<file path="config.mk">
export PLATFORM = sky130hd
export DESIGN_NAME = epc_top
export DESIGN_NICKNAME = d
export VERILOG_FILES = /design/src/hw/epc_pkg.sv /design/src/hw/epc_top.sv /design/src/hw/epc_pin_sync.sv /design/src/hw/epc_level_pick.sv
export SDC_FILE = /design/constraint.sdc
export NUM_CORES = 1
export LEC_CHECK = 0
export BUFFER_PORTS_ARGS = -buffer_cell sky130_fd_sc_hd__buf_4
export CORE_MARGIN = 1
export CORE_UTILIZATION = 45
export CTS_BUF_LIST = sky130_fd_sc_hd__clkbuf_2
export DETAILED_ROUTE_END_ITERATION = 7
export PLACE_DENSITY = 0.72
export SLEW_MARGIN = 20
export SYNTH_ARGS = -nofsm -noshare
export SYNTH_HDL_FRONTEND = slang
export SYNTH_SLANG_ARGS = --single-unit
</file>
<file path="constraint.sdc">
create_clock -name clk_i -period 13.65 [get_ports clk_i]
set_input_delay 0.6825 -clock clk_i [delete_from_list [all_inputs] [get_ports clk_i]]
set_output_delay 0.6825 -clock clk_i [all_outputs]
set_load 0.005 [all_outputs]
</file>
<file path="src/hw/epc_pkg.sv">
// Constants and types of the exception and priority control block.
// Assumes a 50 MHz system clock and a core that hands over one
// retiring instruction per cycle at most.
//
// Behaviour
// RQ1: Illegal-opcode trap saves program counter and status word first.
// RQ2: Illegal-opcode trap writes cause 0060H into low 16 cause bits.
// RQ3: Illegal-opcode trap sets trap-active and mask-all flags.
// RQ4: Illegal-opcode trap jumps to handler address 00000060H.
// RQ5: Illegal opcode: bits 5-10 all ones, bits 23-26 from 0011B up.
// RQ6: Return with trap-active set restores pc and status from saved copies.
// RQ7: Software altering trap/nonmask flags fixes them before returning.
// RQ8: Precedence: reset, nonmaskable, maskable, software exception, trap.
// RQ9: Strictly higher priority nests; lower or equal waits pending.
// RQ10: Nesting needs mask-all clear; handler saves and restores copies.
// RQ11: Each maskable source has a level 0-7, level 0 highest.
// RQ12: After reset every source is masked and at level 7.
// RQ13: Suspended or pending work proceeds only after return executes.
// RQ14: No maskable acceptance during a nonmaskable routine.
// RQ15: Request to handler start takes 11 to 18 system clocks.
// RQ16: Pin requests add a two-clock noise filter delay.
// RQ17: No acceptance right after enable, mask or status-load instructions.
// RQ18: Acceptance sets in-service level bit; return clears highest one.
// RQ19: Maskable acceptance sets the mask-all flag automatically.
package epc_pkg;
    localparam int unsigned CLK_HZ          = 50_000_000;
    localparam logic [31:0] ILG_VECTOR      = 32'h0000_0060;
    localparam logic [15:0] ILG_CAUSE       = 16'h0060;
    localparam logic [15:0] NMI_CAUSE       = 16'h0010;
    localparam logic [31:0] NMI_VECTOR      = 32'h0000_0010;
    localparam logic [31:0] TRAP_VECTOR_LO  = 32'h0000_0040;
    localparam logic [31:0] TRAP_VECTOR_HI  = 32'h0000_0050;
    localparam logic [15:0] TRAP_CAUSE_BASE = 16'h0040;
    localparam logic [31:0] INT_VECTOR_BASE = 32'h0000_0080;
    localparam logic [15:0] INT_CAUSE_BASE  = 16'h0080;
    localparam logic [31:0] RESET_VECTOR    = 32'h0000_0000;
    localparam logic [31:0] PSW_RESET       = 32'h0000_0020;
    localparam int unsigned PSW_ID_BIT      = 5;
    localparam int unsigned PSW_EP_BIT      = 6;
    localparam int unsigned PSW_NP_BIT      = 7;
    localparam int unsigned OP_LO_BIT       = 5;
    localparam int unsigned OP_HI_BIT       = 10;
    localparam int unsigned SUB_LO_BIT      = 23;
    localparam int unsigned SUB_HI_BIT      = 26;
    localparam logic [3:0]  SUB_MIN         = 4'h3;
    localparam logic [2:0]  LEVEL_RESET     = 3'h7;
    localparam int unsigned LAT_DELAY       = 9;
    localparam int unsigned LAT_MIN_CLK     = 11;
    localparam int unsigned LAT_MAX_CLK     = 18;
    localparam int unsigned FILTER_CLK      = 2;
    // Wishbone map: per-source control words, then status and events
    localparam logic [7:0]  ADR_CTRL_BASE   = 8'h00;
    localparam logic [7:0]  ADR_PSW         = 8'h40;
    localparam logic [7:0]  ADR_SAVED_PC    = 8'h44;
    localparam logic [7:0]  ADR_SAVED_PSW   = 8'h48;
    localparam logic [7:0]  ADR_CAUSE       = 8'h4C;
    localparam logic [7:0]  ADR_ISR         = 8'h50;
    localparam logic [7:0]  ADR_EV_STAT     = 8'h54;
    localparam logic [7:0]  ADR_EV_CLR      = 8'h58;
    localparam logic [7:0]  ADR_EV_EN       = 8'h5C;
    localparam int unsigned CTRL_MK_BIT     = 6;
    localparam int unsigned CTRL_IF_BIT     = 7;
    localparam int unsigned EV_W            = 4;
    typedef enum logic [2:0] {
        EPC_SRC_NONE, EPC_SRC_NMI, EPC_SRC_INT, EPC_SRC_TRAP, EPC_SRC_ILG
    } epc_src_t;
endpackage

</file>
<file path="src/hw/epc_top.sv">
// Implementation choices: the register addresses and register access over Wishbone.
`timescale 1ns/1ps
// Exception and interrupt acceptance unit of the core.
// Assumes the pipeline reports one retiring instruction per cycle and
// obeys redirect_o in the cycle it is raised.
module epc_top
    import epc_pkg::*;
#(
    parameter int unsigned N_SRC = 8,
    parameter int unsigned N_PIN = 4
) (
    input  wire logic        clk_i,
    input  wire logic        rst_i,
    input  wire logic        wb_cyc_i,
    input  wire logic        wb_stb_i,
    input  wire logic        wb_we_i,
    input  wire logic [7:0]  wb_adr_i,
    input  wire logic [3:0]  wb_sel_i,
    input  wire logic [31:0] wb_dat_i,
    output logic      [31:0] wb_dat_o,
    output logic             wb_ack_o,
    input  wire logic        retire_i,
    input  wire logic [31:0] instr_i,
    input  wire logic [31:0] pc_i,
    input  wire logic        is_return_i,
    input  wire logic        is_ei_i,
    input  wire logic        is_di_i,
    input  wire logic        is_psw_load_i,
    input  wire logic [31:0] psw_load_data_i,
    input  wire logic        is_trap_i,
    input  wire logic [4:0]  trap_vec_i,
    input  wire logic        nmi_i,
    input  wire logic [N_SRC-N_PIN-1:0] int_req_i,
    input  wire logic [N_PIN-1:0] int_pin_i,
    output logic             redirect_o,
    output logic      [31:0] redirect_pc_o,
    output logic      [31:0] status_word_o,
    output logic             irq_o
);
    initial begin
        if (N_SRC > 64 || N_PIN >= N_SRC || N_PIN == 0)
            $error("epc_top: unsupported source counts");
    end

    localparam int unsigned IW = $clog2(N_SRC);

    // ------------------------------------------------------------
    // State
    // ------------------------------------------------------------
    logic [31:0] status_word_reg;
    logic [31:0] saved_return_pc_reg;
    logic [31:0] saved_status_word_reg;
    logic [31:0] exception_cause_reg;
    logic [7:0]  in_service_levels_reg;
    logic [N_SRC-1:0] flag_reg;
    logic [N_SRC-1:0] mask_reg;
    logic [3*N_SRC-1:0] level_reg;
    logic [EV_W-1:0] ev_stat_reg;
    logic [EV_W-1:0] ev_en_reg;
    logic        nosample_reg;
    logic [4:0]  lat_cnt_reg;
    logic        lat_busy_reg;
    epc_src_t    lat_src_reg;
    logic [IW-1:0] lat_idx_reg;
    logic [2:0]  lat_lvl_reg;
    logic [N_SRC-N_PIN-1:0] int_prev_reg;
    logic [N_PIN-1:0] pin_prev_reg;

    wire logic mask_all_flag       = status_word_reg[PSW_ID_BIT];
    wire logic trap_active_flag    = status_word_reg[PSW_EP_BIT];
    wire logic nonmask_active_flag = status_word_reg[PSW_NP_BIT];

    // ------------------------------------------------------------
    // Request capture
    // ------------------------------------------------------------
    logic [N_PIN-1:0] pin_level;
    epc_pin_sync #(.W(N_PIN)) u_sync (
        .clk_i   (clk_i),
        .rst_i   (rst_i),
        .pin_i   (int_pin_i),
        .level_o (pin_level)
    );

    wire logic [N_SRC-N_PIN-1:0] int_rise = int_req_i & ~int_prev_reg;
    wire logic [N_PIN-1:0] pin_rise = pin_level & ~pin_prev_reg;
    wire logic [N_SRC-1:0] req_set = {pin_rise, int_rise};

    // RQ5 illegal opcode decode
    function automatic logic is_illegal(input logic [31:0] w);
        return (&w[OP_HI_BIT:OP_LO_BIT]) &&
               (w[SUB_HI_BIT:SUB_LO_BIT] >= SUB_MIN);
    endfunction

    wire logic ilg_hit = retire_i && is_illegal(instr_i);

    // ------------------------------------------------------------
    // Arbitration
    // ------------------------------------------------------------
    logic          pick_any;
    logic [IW-1:0] pick_idx;
    logic [2:0]    pick_lvl;
    epc_level_pick #(.N(N_SRC)) u_pick (
        .req_i   (flag_reg & ~mask_reg),
        .level_i (level_reg),
        .any_o   (pick_any),
        .idx_o   (pick_idx),
        .level_o (pick_lvl)
    );

    // Lowest set in-service bit is the level now being served
    function automatic logic [3:0] top_level(input logic [7:0] isr);
        logic [3:0] r;
        r = 4'h8;
        for (int i = 7; i >= 0; i--) begin
            if (isr[i]) r = i[3:0];
        end
        return r;
    endfunction

    wire logic [3:0] cur_lvl = top_level(in_service_levels_reg);
    // RQ9 RQ13 strictly higher only
    wire logic lvl_ok = {1'b0, pick_lvl} < cur_lvl;
    // RQ14 RQ17 RQ19 maskable gating
    wire logic int_ok = pick_any && lvl_ok && !mask_all_flag &&
                        !nonmask_active_flag && !nosample_reg;
    wire logic nmi_ok = nmi_i && !nonmask_active_flag && !nosample_reg;
    // Synchronous traps come with their instruction
    wire logic trap_hit = retire_i && is_trap_i;

    // RQ8 fixed precedence
    wire epc_src_t win =
        (!lat_busy_reg && nmi_ok)   ? EPC_SRC_NMI  :
        (!lat_busy_reg && int_ok)   ? EPC_SRC_INT  :
        trap_hit                     ? EPC_SRC_TRAP :
        ilg_hit                      ? EPC_SRC_ILG  : EPC_SRC_NONE;

    wire logic start_lat = (win == EPC_SRC_NMI) || (win == EPC_SRC_INT);
    // RQ15 fixed pipeline delay within 11..18
    wire logic lat_done  = lat_busy_reg && (lat_cnt_reg == 5'(LAT_DELAY));
    wire logic take_sync = (win == EPC_SRC_TRAP) || (win == EPC_SRC_ILG);
    // RQ6 return restores from saved copies
    wire logic do_ret = retire_i && is_return_i && !take_sync && !lat_done;

    wire logic [31:0] trap_vec_addr = trap_vec_i[4] ? TRAP_VECTOR_HI
                                                    : TRAP_VECTOR_LO;
    wire logic [15:0] int_cause = INT_CAUSE_BASE + 16'({pick_idx, 4'h0});
    wire logic [31:0] int_vec = INT_VECTOR_BASE + 32'({lat_idx_reg, 4'h0});

    // ------------------------------------------------------------
    // Wishbone slave
    // ------------------------------------------------------------
    wire logic wb_req = wb_cyc_i && wb_stb_i && !wb_ack_o;
    wire logic wb_wr  = wb_req && wb_we_i && wb_sel_i[0];
    wire logic in_ctrl = wb_adr_i < 8'(4 * N_SRC);
    wire logic [IW-1:0] ctrl_idx = wb_adr_i[IW+1:2];
    wire logic [EV_W-1:0] ev_now = {do_ret, lat_done,
                                    win == EPC_SRC_TRAP, ilg_hit};
    wire logic [EV_W-1:0] ev_clr = (wb_wr && wb_adr_i == ADR_EV_CLR) ?
                                   wb_dat_i[EV_W-1:0] : '0;
    logic [31:0] rd_data;
    always_comb begin
        rd_data = 32'h0000_0000;
        if (in_ctrl) begin
            rd_data[CTRL_IF_BIT] = flag_reg[ctrl_idx];
            rd_data[CTRL_MK_BIT] = mask_reg[ctrl_idx];
            rd_data[2:0] = level_reg[3*ctrl_idx +: 3];
        end else if (wb_adr_i == ADR_PSW) rd_data = status_word_reg;
        else if (wb_adr_i == ADR_SAVED_PC) rd_data = saved_return_pc_reg;
        else if (wb_adr_i == ADR_SAVED_PSW) rd_data = saved_status_word_reg;
        else if (wb_adr_i == ADR_CAUSE) rd_data = exception_cause_reg;
        else if (wb_adr_i == ADR_ISR) rd_data = {24'h0, in_service_levels_reg};
        else if (wb_adr_i == ADR_EV_STAT) rd_data = 32'(ev_stat_reg);
        else if (wb_adr_i == ADR_EV_EN) rd_data = 32'(ev_en_reg);
    end

    always_ff @(posedge clk_i) begin
        if (rst_i) begin
            wb_ack_o <= 1'b0;
            wb_dat_o <= 32'h0000_0000;
        end else begin
            wb_ack_o <= wb_req;
            wb_dat_o <= rd_data;
        end
    end

    // ------------------------------------------------------------
    // Per-source control and events
    // ------------------------------------------------------------
    // RQ12 reset masked at level 7
    always_ff @(posedge clk_i) begin
        if (rst_i) begin
            mask_reg     <= '1;
            level_reg    <= {N_SRC{LEVEL_RESET}};
            flag_reg     <= '0;
            ev_stat_reg  <= '0;
            ev_en_reg    <= '0;
            int_prev_reg <= '0;
            pin_prev_reg <= '0;
        end else begin
            int_prev_reg <= int_req_i;
            pin_prev_reg <= pin_level;
            for (int i = 0; i < N_SRC; i++) begin
                if (wb_wr && in_ctrl && ctrl_idx == IW'(i)) begin
                    mask_reg[i] <= wb_dat_i[CTRL_MK_BIT];
                    level_reg[3*i +: 3] <= wb_dat_i[2:0];
                    flag_reg[i] <= wb_dat_i[CTRL_IF_BIT];
                end
                if (req_set[i]) flag_reg[i] <= 1'b1;
                else if (win == EPC_SRC_INT && pick_idx == IW'(i))
                    flag_reg[i] <= 1'b0;
            end
            if (wb_wr && wb_adr_i == ADR_EV_EN)
                ev_en_reg <= wb_dat_i[EV_W-1:0];
            ev_stat_reg <= (ev_stat_reg & ~ev_clr) | ev_now;
        end
    end

    assign irq_o = |(ev_stat_reg & ev_en_reg);

    // ------------------------------------------------------------
    // Core state and acceptance
    // ------------------------------------------------------------
    always_ff @(posedge clk_i) begin
        if (rst_i) begin
            status_word_reg       <= PSW_RESET;
            saved_return_pc_reg   <= 32'h0000_0000;
            saved_status_word_reg <= 32'h0000_0000;
            exception_cause_reg   <= 32'h0000_0000;
            in_service_levels_reg <= 8'h00;
            nosample_reg          <= 1'b0;
            lat_busy_reg          <= 1'b0;
            lat_cnt_reg           <= 5'h00;
            lat_src_reg           <= EPC_SRC_NONE;
            lat_idx_reg           <= '0;
            lat_lvl_reg           <= 3'h0;
            redirect_o            <= 1'b0;
            redirect_pc_o         <= RESET_VECTOR;
        end else begin
            redirect_o <= 1'b0;
            // RQ17 one-slot sampling hole
            nosample_reg <= retire_i && (is_ei_i || is_di_i || is_psw_load_i);
            if (retire_i && is_ei_i) status_word_reg[PSW_ID_BIT] <= 1'b0;
            if (retire_i && is_di_i) status_word_reg[PSW_ID_BIT] <= 1'b1;
            if (retire_i && is_psw_load_i) status_word_reg <= psw_load_data_i;
            if (start_lat) begin
                lat_busy_reg <= 1'b1;
                lat_cnt_reg  <= 5'h01;
                lat_src_reg  <= win;
                lat_idx_reg  <= pick_idx;
                lat_lvl_reg  <= pick_lvl;
                exception_cause_reg <= {16'h0000,
                    (win == EPC_SRC_NMI) ? NMI_CAUSE : int_cause};
            end else if (lat_busy_reg && !lat_done) begin
                lat_cnt_reg <= lat_cnt_reg + 5'h01;
            end
            if (lat_done) begin
                lat_busy_reg <= 1'b0;
                saved_return_pc_reg   <= pc_i;
                saved_status_word_reg <= status_word_reg;
                redirect_o <= 1'b1;
                if (lat_src_reg == EPC_SRC_NMI) begin
                    status_word_reg[PSW_NP_BIT] <= 1'b1;
                    status_word_reg[PSW_ID_BIT] <= 1'b1;
                    redirect_pc_o <= NMI_VECTOR;
                end else begin
                    // RQ18 RQ19 in-service and mask-all
                    in_service_levels_reg[lat_lvl_reg] <= 1'b1;
                    status_word_reg[PSW_ID_BIT] <= 1'b1;
                    redirect_pc_o <= int_vec;
                end
            end else if (take_sync) begin
                // RQ1 save pc and status
                saved_return_pc_reg   <= pc_i;
                saved_status_word_reg <= status_word_reg;
                // RQ3 set trap and mask flags
                status_word_reg[PSW_EP_BIT] <= 1'b1;
                status_word_reg[PSW_ID_BIT] <= 1'b1;
                redirect_o <= 1'b1;
                if (win == EPC_SRC_ILG) begin
                    // RQ2 RQ4 cause and vector
                    exception_cause_reg <= {16'h0000, ILG_CAUSE};
                    redirect_pc_o <= ILG_VECTOR;
                end else begin
                    exception_cause_reg <= {16'h0000,
                        TRAP_CAUSE_BASE + 16'(trap_vec_i)};
                    redirect_pc_o <= trap_vec_addr;
                end
            end else if (do_ret) begin
                // RQ6 RQ13 restore and resume
                status_word_reg <= saved_status_word_reg;
                redirect_pc_o   <= saved_return_pc_reg;
                redirect_o      <= 1'b1;
                // RQ18 clear top in-service level
                if (!trap_active_flag && !nonmask_active_flag &&
                    cur_lvl < 4'h8)
                    in_service_levels_reg[cur_lvl[2:0]] <= 1'b0;
            end
        end
    end

    assign status_word_o = status_word_reg;

    // ------------------------------------------------------------
    // Checks
    // ------------------------------------------------------------
    AST_ILG_SAVE: assert property (@(posedge clk_i) disable iff (rst_i) // RQ1
        (win == EPC_SRC_ILG && !lat_done) |=>
        saved_return_pc_reg == $past(pc_i))
        else $error("trap did not save pc");
    AST_ILG_CAUSE: assert property (@(posedge clk_i) disable iff (rst_i) // RQ2
        (win == EPC_SRC_ILG && !lat_done) |=>
        exception_cause_reg[15:0] == ILG_CAUSE)
        else $error("trap cause wrong");
    AST_ILG_FLAGS: assert property (@(posedge clk_i) disable iff (rst_i) // RQ3
        (win == EPC_SRC_ILG && !lat_done) |=>
        status_word_reg[PSW_EP_BIT] && status_word_reg[PSW_ID_BIT])
        else $error("trap flags not set");
    AST_ILG_VEC: assert property (@(posedge clk_i) disable iff (rst_i) // RQ4
        (win == EPC_SRC_ILG && !lat_done) |=>
        redirect_o && redirect_pc_o == ILG_VECTOR)
        else $error("trap vector wrong");
    AST_RET: assert property (@(posedge clk_i) disable iff (rst_i) // RQ6
        do_ret |=> redirect_o &&
        redirect_pc_o == $past(saved_return_pc_reg))
        else $error("return did not restore pc");
    AST_NMI_BLOCK: assert property (@(posedge clk_i) disable iff (rst_i) // RQ14
        nonmask_active_flag |-> win != EPC_SRC_INT)
        else $error("maskable taken in nmi routine");
    AST_NOSAMPLE: assert property (@(posedge clk_i) disable iff (rst_i) // RQ17
        (retire_i && is_ei_i) |=> !start_lat)
        else $error("request sampled after ei");
    // Redirect lands one edge after the counter reaches its end
    AST_LATENCY: assert property (@(posedge clk_i) disable iff (rst_i) // RQ15
        start_lat |-> ##10 redirect_o)
        else $error("latency out of range");
    AST_ID_SET: assert property (@(posedge clk_i) disable iff (rst_i) // RQ19
        (lat_done && lat_src_reg == EPC_SRC_INT) |=>
        status_word_reg[PSW_ID_BIT] && in_service_levels_reg != 8'h00)
        else $error("acceptance left mask-all clear");
endmodule

</file>
<file path="src/hw/epc_pin_sync.sv">
`timescale 1ns/1ps
// Two-flop synchroniser plus noise filter for pin requests.
// Assumes the pin is asynchronous to clk_i.
module epc_pin_sync
    import epc_pkg::*;
#(
    parameter int unsigned W = 4
) (
    input  wire logic         clk_i,
    input  wire logic         rst_i,
    input  wire logic [W-1:0] pin_i,
    output logic      [W-1:0] level_o
);
    logic [W-1:0] meta_reg;
    logic [W-1:0] sync_reg;
    logic [W-1:0] hist_reg;

    // RQ16 two-clock filter
    always_ff @(posedge clk_i) begin
        if (rst_i) begin
            meta_reg <= '0;
            sync_reg <= '0;
            hist_reg <= '0;
            level_o  <= '0;
        end else begin
            meta_reg <= pin_i;
            sync_reg <= meta_reg;
            hist_reg <= sync_reg;
            level_o  <= (sync_reg & hist_reg) |
                        (level_o & (sync_reg | hist_reg));
        end
    end
endmodule

</file>
<file path="src/hw/epc_level_pick.sv">
`timescale 1ns/1ps
// Picks the best-level maskable source; ties go to the lowest index.
// Purely combinational.
module epc_level_pick
    import epc_pkg::*;
#(
    parameter int unsigned N = 8
) (
    input  wire logic [N-1:0]   req_i,
    input  wire logic [3*N-1:0] level_i,
    output logic                any_o,
    output logic [$clog2(N)-1:0] idx_o,
    output logic [2:0]          level_o
);
    // RQ11 level 0 wins
    always_comb begin
        any_o   = 1'b0;
        idx_o   = '0;
        level_o = LEVEL_RESET;
        for (int i = 0; i < N; i++) begin
            if (req_i[i] && (!any_o || level_i[3*i +: 3] < level_o)) begin
                any_o   = 1'b1;
                idx_o   = i[$clog2(N)-1:0];
                level_o = level_i[3*i +: 3];
            end
        end
    end
endmodule

</file>
Word-level counts from Yosys, hierarchy flattened
Cells that the tools add are included.

Add/subtract/negate cells: 4. Multiply operators: 1. Div/mod/pow operators: 0. Magnitude comparators: 16. Equal/unequal tests: 30. Shift-type cells: 1. Muxes and demuxes: 114. Bitwise gates (word level): 17. Reduce and logical (&&, ||, !) cells: 103.

Operators by type and width (count): 2-to-1 mux 32 bit (18); == test 8 x 7 -> 1 bit (second input constant) (8); logical AND 1 bit (54); 2-to-1 mux 3 bit (17); 2-to-1 mux 8 bit (6); 2-to-1 mux 1 bit (47); 2-to-1 mux 4 bit (10); == test 3 bit (second input constant) (9); nonzero test 3 bit (9); 2-to-1 mux 25 bit (1); AND 4 bit (6); 2-to-1 mux 24 bit (1); indexed part select 24 x 6 -> 3 bit (1); less-than comparator 3 bit (7); adder 8 x 7 -> 9 bit (first input constant) (2); == test 3 x 2 -> 1 bit (second input constant) (6); 2-to-1 mux 9 bit (2); AND 8 bit (2); inverter 8 bit (2); logical NOT 1 bit (15); 2-to-1 mux 5 bit (3); == test 3 x 1 -> 1 bit (second input constant) (4); less-than comparator 3 x 4 -> 1 bit (second input constant) (3); inverter 4 bit (3); other kinds (25) (50).

Bits in registers: 290. Latch bits: 0. Bits in writable memories: 0. Bits in read-only memories: 0. Output and inout bits: 99. Memories kept: 0.

Logic depth before layout (Yosys ltp)
Gate-level depths: netlist of the first run.

Depth in word-level cells: 47. Mapped depth: 64. Depth with buffers taken out: 60.

Cells and area by module
A second synthesis of the first run with hierarchy kept.

Cells, all modules: 1506. Area total of the unflattened synthesis: 13535.5 um2.

By module, submodules not included: epc_top (instances 1, cells an instance 1288, area an instance 11820.1 um2, sequential area each 5485.3 um2); epc_level_pick (instances 1, cells an instance 177, area an instance 1228.7 um2, sequential area each 0.0 um2); epc_pin_sync (instances 1, cells an instance 41, area an instance 486.7 um2, sequential area each 320.3 um2).

Worst setup path before layout of the first run
No wires, ideal clock.

Path kind: flip-flop to flip-flop. Start point: register mask_reg[0]. End point: register status_word_reg[10], in the netlist status_word_o[10]. Arrival time: 10.649 ns. Required time: 13.559 ns. Slack: 2.910 ns. Cell stages (with the launch flop): 57. Cells stage by stage: dfxtp_1 nand2b_1 nor2_1 ha_1 or4b_1 nor4b_1 nor3_1 maj3_1 o21ba_2 mux2i_1 ha_1 nor2b_1 o2111ai_1 nor2b_1 nand2_1 nand2_1 nand2_1 o21ai_0 [... 21 more ...] ha_1 a21oi_1 nand2_1 a21o_1 and2_1 o31a_1 a31o_2 mux2i_1 ha_1 nor3_1 and2_1 a221oi_1 o21a_1 o21ai_4 o211ai_4 buf_2 nor2_1 a311oi_1.

Longest elaborated chain between the ends: 47. Elaborated cells on any way between the ends: 63. Classes of those cells: order compare (8); eq/ne (2); mux (21); bitwise (2); reduce/logical (30).

RTL lines: from (decl) (line epc_top.sv:56) `logic [N_SRC-1:0] mask_reg;`; from (signal, indexed assignment) (line epc_top.sv:204) `mask_reg[i] <= wb_dat_i[CTRL_MK_BIT];`; inverter 8 bit (*) (line epc_top.sv:103) `.req_i (flag_reg & ~mask_reg),`; AND 8 bit (*) (line epc_top.sv:103); 2-to-1 mux 3 bit or 2-to-1 mux 1 bit (tied branches) (line epc_level_pick.sv:21) `if (req_i[i] && (!any_o || level_i[3*i +: 3] < level_o)) begin`; less-than comparator 3 bit or logical NOT 1 bit (tied branches) (line epc_level_pick.sv:21); logical OR 1 bit (line epc_level_pick.sv:21); logical AND 1 bit (line epc_level_pick.sv:21); 2-to-1 mux 3 bit or 2-to-1 mux 1 bit (tied branches) (line epc_level_pick.sv:21); less-than comparator 3 bit or logical NOT 1 bit (tied branches) (line epc_level_pick.sv:21); [... 23 more ...]; named net pick_lvl[1] (line epc_top.sv:101) `logic [2:0] pick_lvl;`; [... 7 more ...]; 2-to-1 mux 3 bit (*) (line epc_top.sv:132) `(!lat_busy_reg && nmi_ok) ? EPC_SRC_NMI :`; == test 3 x 2 -> 1 bit or == test 3 bit (tied branches) (line epc_top.sv:140) `wire logic take_sync = (win == EPC_SRC_TRAP) || (win == EPC_SRC_ILG);`; logical OR 1 bit (*) (line epc_top.sv:140); logical NOT 1 bit (line epc_top.sv:142) `wire logic do_ret = retire_i && is_return_i && !take_sync && !lat_done;`; logical AND 1 bit (2 in a row) (line epc_top.sv:142); 2-to-1 mux 32 bit (line epc_top.sv:288) `end else if (do_ret) begin`; 2-to-1 mux 25 bit (*) (line epc_top.sv:271) `end else if (take_sync) begin`; 2-to-1 mux 24 bit (*) (line epc_top.sv:256) `if (lat_done) begin`; to (signal assigned) (line epc_top.sv:244) `if (retire_i && is_psw_load_i) status_word_reg <= psw_load_data_i;`; to (signal assigned) (line epc_top.sv:290) `status_word_reg <= saved_status_word_reg;`; to (decl) (line epc_top.sv:50) `logic [31:0] status_word_reg;`.

The timed path passes the listed nets; every way through them passes the cells marked *. A chain may end at the register's enable or synchronous reset.

Worst setup path in the final report of the first run
Start point: register flag_reg[0]. End point: register in_service_levels_reg[4].

Longest elaborated chain between the ends: 45. Elaborated cells on any way between the ends: 62. Classes of those cells: order compare (8); eq/ne (3); mux (18); bitwise (1); reduce/logical (32).

RTL lines: from (decl) (line epc_top.sv:55) `logic [N_SRC-1:0] flag_reg;`; from (signal, indexed assignment) (line epc_top.sv:206) `flag_reg[i] <= wb_dat_i[CTRL_IF_BIT];`; AND 8 bit (*) (line epc_top.sv:103); 2-to-1 mux 3 bit or 2-to-1 mux 1 bit (tied branches) (line epc_level_pick.sv:21); less-than comparator 3 bit or logical NOT 1 bit (tied branches) (line epc_level_pick.sv:21); logical OR 1 bit (line epc_level_pick.sv:21); logical AND 1 bit (line epc_level_pick.sv:21); 2-to-1 mux 3 bit or 2-to-1 mux 1 bit (tied branches) (line epc_level_pick.sv:21); less-than comparator 3 bit or logical NOT 1 bit (tied branches) (line epc_level_pick.sv:21); logical OR 1 bit (line epc_level_pick.sv:21); [... 22 more ...]; named net pick_lvl[1] (line epc_top.sv:101); [... 6 more ...]; 2-to-1 mux 3 bit (*) (line epc_top.sv:133) `(!lat_busy_reg && int_ok) ? EPC_SRC_INT :`; 2-to-1 mux 3 bit (*) (line epc_top.sv:132); == test 3 x 2 -> 1 bit or == test 3 bit (tied branches) (line epc_top.sv:140); logical OR 1 bit (*) (line epc_top.sv:140); logical NOT 1 bit (line epc_top.sv:142); logical AND 1 bit (2 in a row) (line epc_top.sv:142); nonzero test 2 bit (no line); AND reduction 4 bit (no line) (*); to (signal assigned) (line epc_top.sv:229) `in_service_levels_reg <= 8'h00;`; to (signal, indexed assignment) (line epc_top.sv:267) `in_service_levels_reg[lat_lvl_reg] <= 1'b1;`; to (signal, indexed assignment) (line epc_top.sv:296) `in_service_levels_reg[cur_lvl[2:0]] <= 1'b0;`; to (decl) (line epc_top.sv:54) `logic [7:0] in_service_levels_reg;`.

Marked as above.

==> results of run 1 <==
[placed cells by master, fill, tap and decap left out, drive strengths merged, types with 8 or more instances in the layout]
cell type / count
a21oi: 162
a31oi: 10
a21o: 8
o32ai: 9
mux4: 18
a211oi: 10
o211ai: 22
a311oi: 32
inv: 32
nor2: 100
clkinv: 17
a211o: 8
nand2b: 15
clkbuf: 95
nand2: 306
nand3: 41
nor3: 34
a22oi: 43
o21ai: 34
dfxtp: 290
mux2i: 26
ha: 12
buf: 232
nor2b: 38
and2: 35
[how the worst max path moves through the flow]
stage	from	endpoint	slack, ps	depth (start not counted)
floorplan	mask_reg[0]	status_word_o[10]	2910	56
global placement	flag_reg[0]	redirect_pc_o[2]	1090	59
detailed placement	flag_reg[0]	status_word_o[22]	880	61
CTS	flag_reg[0]	status_word_o[20]	810	61
global route	flag_reg[0]	in_service_levels_reg[5]	100	61
finish	flag_reg[0]	in_service_levels_reg[4]	960	61
[repair_timing]
| item | 4_1_cts | 5_1_grt |
|---|---|---|
| endpoints found under the hold margin | 3 | 0 |
| hold buffers | 3 | 0 |
| endpoints found under the setup margin | 0 | 125 |
| buffers inserted | 0 | 10 |
| gates resized for setup | 0 | 5 |
[per-stage QoR]
stage / hold slack [ps] / setup slack [ps] / power [mW] / area, um2 / utilization [%]
2_1_floorplan: 392.5 / 2910 / 0.9962 / 12740 / -
3_5_place_dp: 401.4 / 879.8 / 1.074 / 14530 / 52.30
3_3_place_gp: 396.1 / 1092 / 1.071 / 14530 / 52.30
6_report: 39.39 / 961.8 / 1.639 / 15310 / 55.11
4_1_cts: 3.728 / 814.6 / 1.640 / 15190 / 54.66
5_1_grt: 2.099 / 102.1 / 1.712 / 15310 / 55.11
[worst max-delay path: cells and delay by family, from the launching register on]
kind	cells	cell delay [ps]
AOI/OAI and AO/OA	22	4580
adders and majority gates	8	2070
and+or+nand+nor	21	3480
buffers and inverters	5	610
muxes	5	1300
DFF	1	460
[cells by family (layout without fill, tap and decap cells)]
group                      count (synthesis)  count (layout)  share of synthesized area [%]
DFF                                      290             290                          45.56
xor gates and xnor gates                   4               4                         0.2750
adders and majority gates                 13              13                          1.257
muxes                                     51              51                          5.843
buffers and inverters                    122             383                          4.045
AOI/OAI and AO/OA                        389             390                          21.13
and+or+nand+nor                          609             609                          21.89
other                                      0               1                              0
[per-layer routing]
layer / share of wire (%) / wire [um]
met1: 43 / 17210
met2: 44 / 17280
met3: 9.7 / 3828
met4: 3.3 / 1303
met5: 0 / 0
[area by class of cell]
type / instances / area, um2 / share of cell area [%]
clock buffers: 95 / 475.5 / 3.105
inverters: 30 / 112.6 / 0.7355
repair buffers: 235 / 1800 / 11.76
diodes: 1 / 2.502 / 0.01634
clock inverters: 23 / 151.4 / 0.9888
flip-flops and latches: 290 / 5806 / 37.92
well taps: 378 / 473.0 / 3.089
multi-input cells: 1067 / 6490 / 42.39
[power groups by stage]
| stage | logic [mW] | clock network, mW | registers (mW) |
|---|---|---|---|
| floorplan | 0.0884 | 0 | 0.908 |
| global placement | 0.156 | 0 | 0.915 |
| detailed placement | 0.159 | 0 | 0.916 |
| CTS | 0.160 | 0.584 | 0.896 |
| global route | 0.178 | 0.633 | 0.901 |
| finish | 0.165 | 0.577 | 0.897 |
==> results.md, run 1 <==
* Yosys reg bits at 290
* Flop2flop setup slack at 960 ps
* Mapped Area at 12740 um2
* Met2 usage at 39.84%
* Layout cells sized above 1 at 23.22%
* Worst path max stage delay at 520 ps
* Vias in the first global route at 11283
* Worst hold endpoint: exception_cause_reg[2]
* RSZ-0062 raised after global routing: no
* Run status: complete, no violations
* Sw Share at 28.70%
* Slew HR at 32.38%
* Antenna-violating nets left at 0
* Site Rows at 61
* Worst hold stages at 2
* RR Endpoint: in_service_levels_reg[4]
* Hold Path Class: in -> reg
* Clock Sinks at 290
* Critical Path Source Type: flip-flop
* Post-route DRC at 0
* GR Overflow Total at 0
* Combinational share of power at 10.1%
* WL per Instance at 18.70 um
* Initial Utilization at 45.87%
* CTS H-Tree Depth at 3
* Iteration count of the initial detailed-routing pass at 5
* FILL cells at 2637
* Mean post-synth cell area at 8.621 um2
* R2R depth at 61
* Worst r2r src: flag_reg[0]
* Period utilization at 92.95%
* Max Slew Vio Count at 0
* Placed insts at 1986
* Synth top area cells: dfxtp_1 46%, nand2_1 9.0%, a21oi_1 5.9%
* Power per cell area at 107.1 nW/um2
* Vias/cell at 5.734
* Final Wtd Congestion at 0.9346
* Final Hold Violating Endpoints at 0
* Largest net degree at the start of global routing at 89
* Ys async rst share at 0%
* Critical path class: reg -> reg
* Global route hottest layer: met2
* Worst EP arrival at 13370 ps
* Io pins at 264
* Power share of the clock group at 35.2%
* Root Buffer: clkbuf_2
* Slowest cell on the critical path: or4b_4
* Dominant cell type by area after synthesis: dfxtp_1
* P_int at 1.169 mW
* Fin cells at 2119
* Skew final at 69.90 ps
* Clock Latency Late Sink at 890 ps
* Worst slew pin tran at 1013 ps
* Worst-path clk slew at 100 ps
* Final-report setup violation count at 0
* Top_reg_cell synth: dfxtp_1
* CTS Buf Count at 74
* Minimum clock period after layout at 12690 ps
* Leakage power at 6.111 nW
* Critical Path RT at 14340 ps
* Maximum vdd drop at 68.77 uV
* Psw at 0.4705 mW
* Post-Route WL at 39620 um
* Sum Neg Setup Slack at 0 ps
* Crit. End Element: flip-flop
* CTS tree: yes
* Via count at 12150
* Synth Instances at 1478
* Detailed Route Iter0 Violations at 1190
* Worst Path Max Fanout at 11
* Global-route wire length before repair at 60700 um
* HPWL after DPL at 26600 um
* Die width at 170.3 um
* Yosys warning count at 0
* Syn_nets at 1655
* M3 GR Usage at 6.209%
* Post-synth EDFFs at 0
* Die Ht at 170.3 um
* Synth cell count leaders: 305 x nand2_1, 290 x dfxtp_1, 150 x a21oi_1
* IO buf count at 212
* Area delta synth->final at 20.16%
* CORE AREA at 27780 um2
* GR Layer Usage met1 at 36.45%
* NumNets Final at 1875
* Die area at 28990 um2
* Hold Startpoint: trap_vec_i[2]
* Yosys cell types at 87
* Sequential area share after synthesis at 45.56%
* Flop pwr share at 54.7%
* Total GRT Usage at 26.67%
* Fmax at 78.81 MHz
* Antenna violations before repair at 1
* Share of the synthesized area in the top cell type at 45.56%
* Bufs on Longest Clock Path at 3
* Max Cap Viol at 0
* Most common cell in the netlist: nand2_1
(Power assumes the default switching activity.)
==> run 2, diff against run 1 <==
--- a/config.mk
+++ b/config.mk
@@ -10,8 +10,9 @@
 export CORE_UTILIZATION = 45
 export CTS_BUF_LIST = sky130_fd_sc_hd__clkbuf_2
 export DETAILED_ROUTE_END_ITERATION = 7
-export PLACE_DENSITY = 0.72
-export SLEW_MARGIN = 20
+export HOLD_SLACK_MARGIN = 0.06
+export PLACE_DENSITY_LB_ADDON = 0.1
+export SLEW_MARGIN = 25
 export SYNTH_ARGS = -nofsm -noshare
 export SYNTH_HDL_FRONTEND = slang
 export SYNTH_SLANG_ARGS = --single-unit
==> results.md, run 2 (synthesis results as in run 1) <==
* Clock Latency Late Sink at 890 ps (about the same)
* Core Util, Final at 57.28% (+2.2 points)
* Vias/cell at 5.592 (-2.5%)
* Worst r2r src: mask_reg[0]
* Antenna violations before repair at 1 (unchanged)
* Max Cap Viol at 0 (unchanged)
* Die area at 28990 um2 (unchanged)
* Final-report setup violation count at 0 (unchanged)
* Crit. End Element: flip-flop
* Worst-path clk slew at 100 ps (about the same)
* Largest delay share family, worst path: compound AO/OA/AOI/OAI gates
* Flop pwr share at 54.0% (-0.7 points)
* Placement-stage cell area at 14560 um2 (+0.19%)
* Bufs on Longest Clock Path at 3 (unchanged)
* CTS H-Tree Depth at 3 (unchanged)
* Site Rows at 61 (unchanged)
* Minimum clock period after layout at 12510 ps (-177.2 ps)
* P_int at 1.179 mW (+0.90%)
* NumNets Final at 1936 (+3.3%)
* Total Power at 1.662 mW (+1.4%)
* Io pins at 264 (unchanged)
* Run status: complete, no violations
* Power per cell area at 104.4 nW/um2 (-2.5%)
* R2R depth at 61 (unchanged)
* Via count at 12229 (+0.65%)
* RR Endpoint: in_service_levels_reg[5]
* Worst EP arrival at 13170 ps (-200 ps)
* Combinational share of power at 10.7% (+0.6 points)
* Vias in the first global route at 11218 (-0.58%)
* Psw at 0.4826 mW (+2.6%)
* Root Buffer: clkbuf_2
* Power share of the clock group at 35.4% (+0.2 points)
* RSZ-0062 raised after global routing: no
* Skew final at 110.6 ps (+40.72 ps)
* CTS tree: yes
* Worst Path Buf+Inv at 5 (unchanged)
* WL per Instance at 18.58 um (-0.64%)
* GR Overflow Total at 0 (unchanged)
* Area delta synth->final at 24.88%
* CTS Buf Count at 76 (+2.7%)
* Max Slew Vio Count at 0 (unchanged)
* Worst path max stage delay at 520 ps (about the same)
* Critical path class: reg -> reg
* CORE AREA at 27780 um2 (unchanged)
* Die width at 170.3 um (unchanged)
* Most frequent cells in the layout: 305 x nand2_1, 290 x dfxtp_1, 235 x buf_4
* Sw Share at 29.04% (+0.34 points)
* Hold Startpoint: pc_i[5]
* Leakage power at 6.406 nW (+4.8%)
* Hold Path Class: in -> reg
* Largest net degree at the start of global routing at 84 (-5.6%)
* Final Hold Violating Endpoints at 0 (unchanged)
* Detailed Route Iter0 Violations at 965 (-19%)
* Fin cells at 2187 (+3.2%)
* Layout cells sized above 1 at 23.45% (+0.23 points)
* Hold Worst Slack at 128.0 ps (+88.63 ps)
* Most common cell after layout, fill and taps aside: nand2_1
* Critical Path Source Type: flip-flop
* IO buf count at 212 (unchanged)
* Worst Path Max Fanout at 11 (unchanged)
* Period utilization at 91.66% (-1.3 points)
* Clock Sinks at 290 (unchanged)
* Final Cell Area at 15910 um2 (+3.9%)
* Total GRT Usage at 27.42% (+0.75 points)
* Sum Neg Setup Slack at 0 ps (unchanged)
* Slowest cell on the critical path: or4b_4
* Critical Path RT at 14310 ps (-30 ps)
* Post-route DRC at 0 (unchanged)
* Pre-CTS setup slack at 1011 ps (+131.6 ps)
* Flop2flop setup slack at 1140 ps (+180 ps)
* Worst slew pin tran at 1050 ps (+37.01 ps)
* Slew HR at 29.81% (-2.6 points)
* Final Wtd Congestion at 0.8734 (-6.5%)
* Post-Route WL at 40630 um (+2.5%)
* Final WS setup at 1139 ps (+177.2 ps)
* Placed insts at 1989 (+0.15%)
* Worst hold stages at 3 (+1)
* Global-route wire length before repair at 61800 um (+1.8%)
* Initial Utilization at 45.87% (unchanged)
* Die Ht at 170.3 um (unchanged)
* Fmax at 79.93 MHz (+1.4%)
* Maximum vdd drop at 55.72 uV (-19%)
* HPWL after DPL at 26420 um (-0.66%)
* Iteration count of the initial detailed-routing pass at 5 (unchanged)
* Antenna-violating nets left at 0 (unchanged)
* Worst hold endpoint: saved_return_pc_reg[5]
-- run 2: cell count changes in the layout (fill, tap and decap cells not counted), sizes merged --
cell         previous run  this run
bufinv                  2         1
inv                    32        33
buf                   232       238
dlygate4sd3             3        56
clkbuf                 95       105
clkinvlp                2         1
-- run 2: worst max path at each step --
stage          slack [ps]                        to  cells past startpoint         from
2_1_floorplan        2910         status_word_o[10]                     56  mask_reg[0]
6_report             1140  in_service_levels_reg[5]                     61  mask_reg[0]
3_3_place_gp         1150         redirect_pc_o[19]                     57  mask_reg[0]
5_1_grt                40  in_service_levels_reg[5]                     61  flag_reg[0]
3_5_place_dp         1010         redirect_pc_o[17]                     52  flag_reg[0]
4_1_cts              1010          redirect_pc_o[2]                     59  flag_reg[0]
-- run 2: power by group through the flow --
stage | clock [mW] | sequential, mW | combinational [mW]
3_3_place_gp | 0 | 0.915 | 0.158
6_report | 0.588 | 0.897 | 0.177
3_5_place_dp | 0 | 0.916 | 0.160
2_1_floorplan | 0 | 0.908 | 0.0884
5_1_grt | 0.646 | 0.901 | 0.191
4_1_cts | 0.605 | 0.896 | 0.173
-- run 2: what timing repair did --
action | 4_1_cts | 5_1_grt
hold buffers | 56 | 0
gates resized for setup | 0 | 6
endpoints found under the setup margin | 0 | 136
hold endpoints to repair | 60 | 0
setup buffers | 0 | 13
-- run 2: metal layers --
metal | vias to the layer above | wire length (um) | track usage [%]
met5 | - | 0 | 0
li1 | 5855 | - | -
met3 | 70 | 3656 | 5.953
met4 | 0 | 986 | 9.753
met2 | 545 | 17870 | 41.22
met1 | 5759 | 18110 | 38.48
-- run 2: area by class of cell --
class / count / area (um2)
Multi-Input combinational cell: 1067 / 6487
Sequential cell: 290 / 5806
Fill cell: 2725 / 11870
Clock inverter: 22 / 130.1
Clock buffer: 105 / 525.5
Timing Repair Buffer: 294 / 2376
Inverter: 30 / 112.6
Antenna cell: 1 / 2.502
Tap cell: 378 / 473.0
-- run 2: worst reg2reg max path: cells and delay by family (launching register included) --
family / cells / cell delay (ps)
compound gates: 22 / 4560
simple gates: 21 / 3480
fa+ha+maj: 8 / 2080
mux: 5 / 1290
buf+inv: 5 / 610
flops: 1 / 350
==> run 3, diff against run 2 <==
--- a/config.mk
+++ b/config.mk
@@ -5,7 +5,7 @@
 export SDC_FILE = /design/constraint.sdc
 export NUM_CORES = 1
 export LEC_CHECK = 0
-export BUFFER_PORTS_ARGS = -buffer_cell sky130_fd_sc_hd__buf_4
+export BUFFER_PORTS_ARGS = -buffer_cell sky130_fd_sc_hd__buf_2
 export CORE_MARGIN = 1
 export CORE_UTILIZATION = 45
 export CTS_BUF_LIST = sky130_fd_sc_hd__clkbuf_2
==> results.md, run 3 (synthesis results as in run 1) <==
* Run status: complete, no violations
* Sum Neg Setup Slack at 0 ps (unchanged)
* Site Rows at 61 (unchanged)
* WL per Instance at 18.11 um (-2.5%)
* Worst hold stages at 3 (unchanged)
* Worst-path clk slew at 90 ps (about the same)
* Hold Startpoint: psw_load_data_i[30]
* Antenna violations before repair at 3 (+2)
* Largest net degree at the start of global routing at 90 (+7.1%)
* Bufs on Longest Clock Path at 3 (unchanged)
* Global-route wire length before repair at 61960 um (+0.25%)
* Critical Path Source Type: flip-flop
* Worst slew pin tran at 1045 ps (-5.218 ps)
* Final Wtd Congestion at 0.8921 (+2.1%)
* Io pins at 264 (unchanged)
* Worst Path Max Fanout at 11 (unchanged)
* Initial Utilization at 45.87% (unchanged)
* Total GRT Usage at 27.43% (about the same)
* Worst r2r src: flag_reg[0]
* Vias/cell at 5.528 (-1.1%)
* Detailed Route Iter0 Violations at 866 (-10%)
* Power per cell area at 105.7 nW/um2 (+1.2%)
* Hold Worst Slack at 128.6 ps (+0.5950 ps)
* RSZ-0062 raised after global routing: no
* Critical path class: reg -> reg
* Max Cap Viol at 0 (unchanged)
* Post-route DRC at 0 (unchanged)
* Crit path launch: flag_reg[0]
* Most frequent cells in the layout: 305 x nand2_1, 290 x dfxtp_1, 210 x buf_2
* Final-report setup violation count at 0 (unchanged)
* Antenna-violating nets left at 0 (unchanged)
* Worst path max stage delay at 510 ps (about the same)
* Met2 usage at 40.81% (-0.41 points)
* Largest delay share family, worst path: compound AO/OA/AOI/OAI gates
* Worst hold endpoint: status_word_o[30]
* Die width at 170.3 um (unchanged)
* M3 GR Usage at 7.023% (+1.1 points)
* IO buf count at 212 (unchanged)
* CORE AREA at 27780 um2 (unchanged)
* Die Ht at 170.3 um (unchanged)
* Period utilization at 92.32% (+0.66 points)
* CTS tree: yes
* Max Slew Vio Count at 0 (unchanged)
* Crit. End Element: flip-flop
* Flop2flop setup slack at 1050 ps (-90 ps)
* GR Layer Usage met1 at 37.95% (-0.53 points)
* Critical Path RT at 14290 ps (-20 ps)
* Global route hottest layer: met2
* Post-Route WL at 39850 um (-1.9%)
* Via count at 12162 (-0.55%)
* NumNets Final at 1946 (+0.52%)
* GR Overflow Total at 0 (unchanged)
* Hold Path Class: in -> reg
* HPWL after DPL at 26220 um (-0.77%)
* Vias in the first global route at 11389 (+1.5%)
* Minimum clock period after layout at 12600 ps (+90.26 ps)
* Layout cells sized above 1 at 22.92% (-0.53 points)
* Final Hold Violating Endpoints at 0 (unchanged)
* Worst Path Buf+Inv at 4 (-1)
* Fmax at 79.36 MHz (-0.72%)
* RR Endpoint: in_service_levels_reg[2]
* Clock Latency Late Sink at 880 ps (about the same)
* CTS H-Tree Depth at 3 (unchanged)
* Die area at 28990 um2 (unchanged)
* Clock Sinks at 290 (unchanged)
* Most common cell after layout, fill and taps aside: nand2_1
* Iteration count of the initial detailed-routing pass at 6 (+1)
* Slowest cell on the critical path: or4b_4
* Worst EP arrival at 13240 ps (+70 ps)
* Leakage power at 6.343 nW (-0.97%)
* Maximum vdd drop at 58.56 uV (+5.1%)
* Skew final at 92.39 ps (-18.23 ps)
* CTS Buf Count at 74 (-2.6%)
* Area delta synth->final at 21.59%
* Root Buffer: clkbuf_2
* R2R depth at 60 (-1.6%)
* Slew HR at 30.16% (+0.35 points)
run 3: changes by cell type in the layout (fill, tap and decap cells not counted), moves of 2 or more:
cell / before / now
buf_2: 0 / 210
clkinv_1: 14 / 17
clkinv_2: 2 / 4
dlygate4sd3_1: 56 / 69
buf_4: 235 / 23
diode_2: 1 / 3
clkbuf_2: 105 / 99
run 3: power by group:
part / internal, mW / switching, mW
Clock: 0.219 / 0.355
Sequential: 0.871 / 0.0254
Combinational: 0.0702 / 0.0961
run 3: timing repair:
item                                   in CTS  in global routing
hold buffers                               69                  0
gates resized for setup                     0                  3
buffers inserted                            0                  8
endpoints found under the hold margin      70                  0
setup endpoints to repair                   0                146
run 3: worst min-delay path: stages:
cell	delay [ps]
buf_2	110
nand3_1	70
a311oi_1	80
run 3: worst max-delay path by stage:
| stage | depth (start not counted) | slack, ps | to |
|---|---|---|---|
| 2_1_floorplan | 56 | 2910 | status_word_o[10] |
| 3_3_place_gp | 60 | 1130 | saved_return_pc_reg[17] |
| 3_5_place_dp | 61 | 900 | status_word_o[25] |
| 4_1_cts | 61 | 800 | status_word_o[1] |
| 5_1_grt | 60 | 30 | in_service_levels_reg[1] |
| 6_report | 60 | 1050 | in_service_levels_reg[2] |
run 3: layout make-up:
cell class	instances	area (um2)
fillers	2694	12290
multi-input cells	1067	6466
flip-flops and latches	290	5806
repair buffers	306	1986
clock buffers	99	495.5
well taps	378	473.0
clock inverters	27	147.6
inverters	30	112.6
diodes	3	7.507
run 3: layer usage:
metal  vias up  wire length, um
met5         -                0
met4         0             1027
met3        75             3334
met2       489            17150
met1      5706            18340
li1       5892                -
run 3: stage by stage:
step / std cells / instance area [um2] / utilization, % / power [mW] / worst slack, ps
floorplan: 1478 / 12740 / - / 0.9962 / 2910
global placement: 1993 / 14050 / 50.59 / 1.059 / 1132
detailed placement: 1993 / 14060 / 50.60 / 1.061 / 900.3
CTS: 2188 / 15390 / 55.40 / 1.651 / 795.6
global route: 2200 / 15490 / 55.77 / 1.723 / 26.15
finish: 2200 / 15490 / 55.77 / 1.637 / 1049
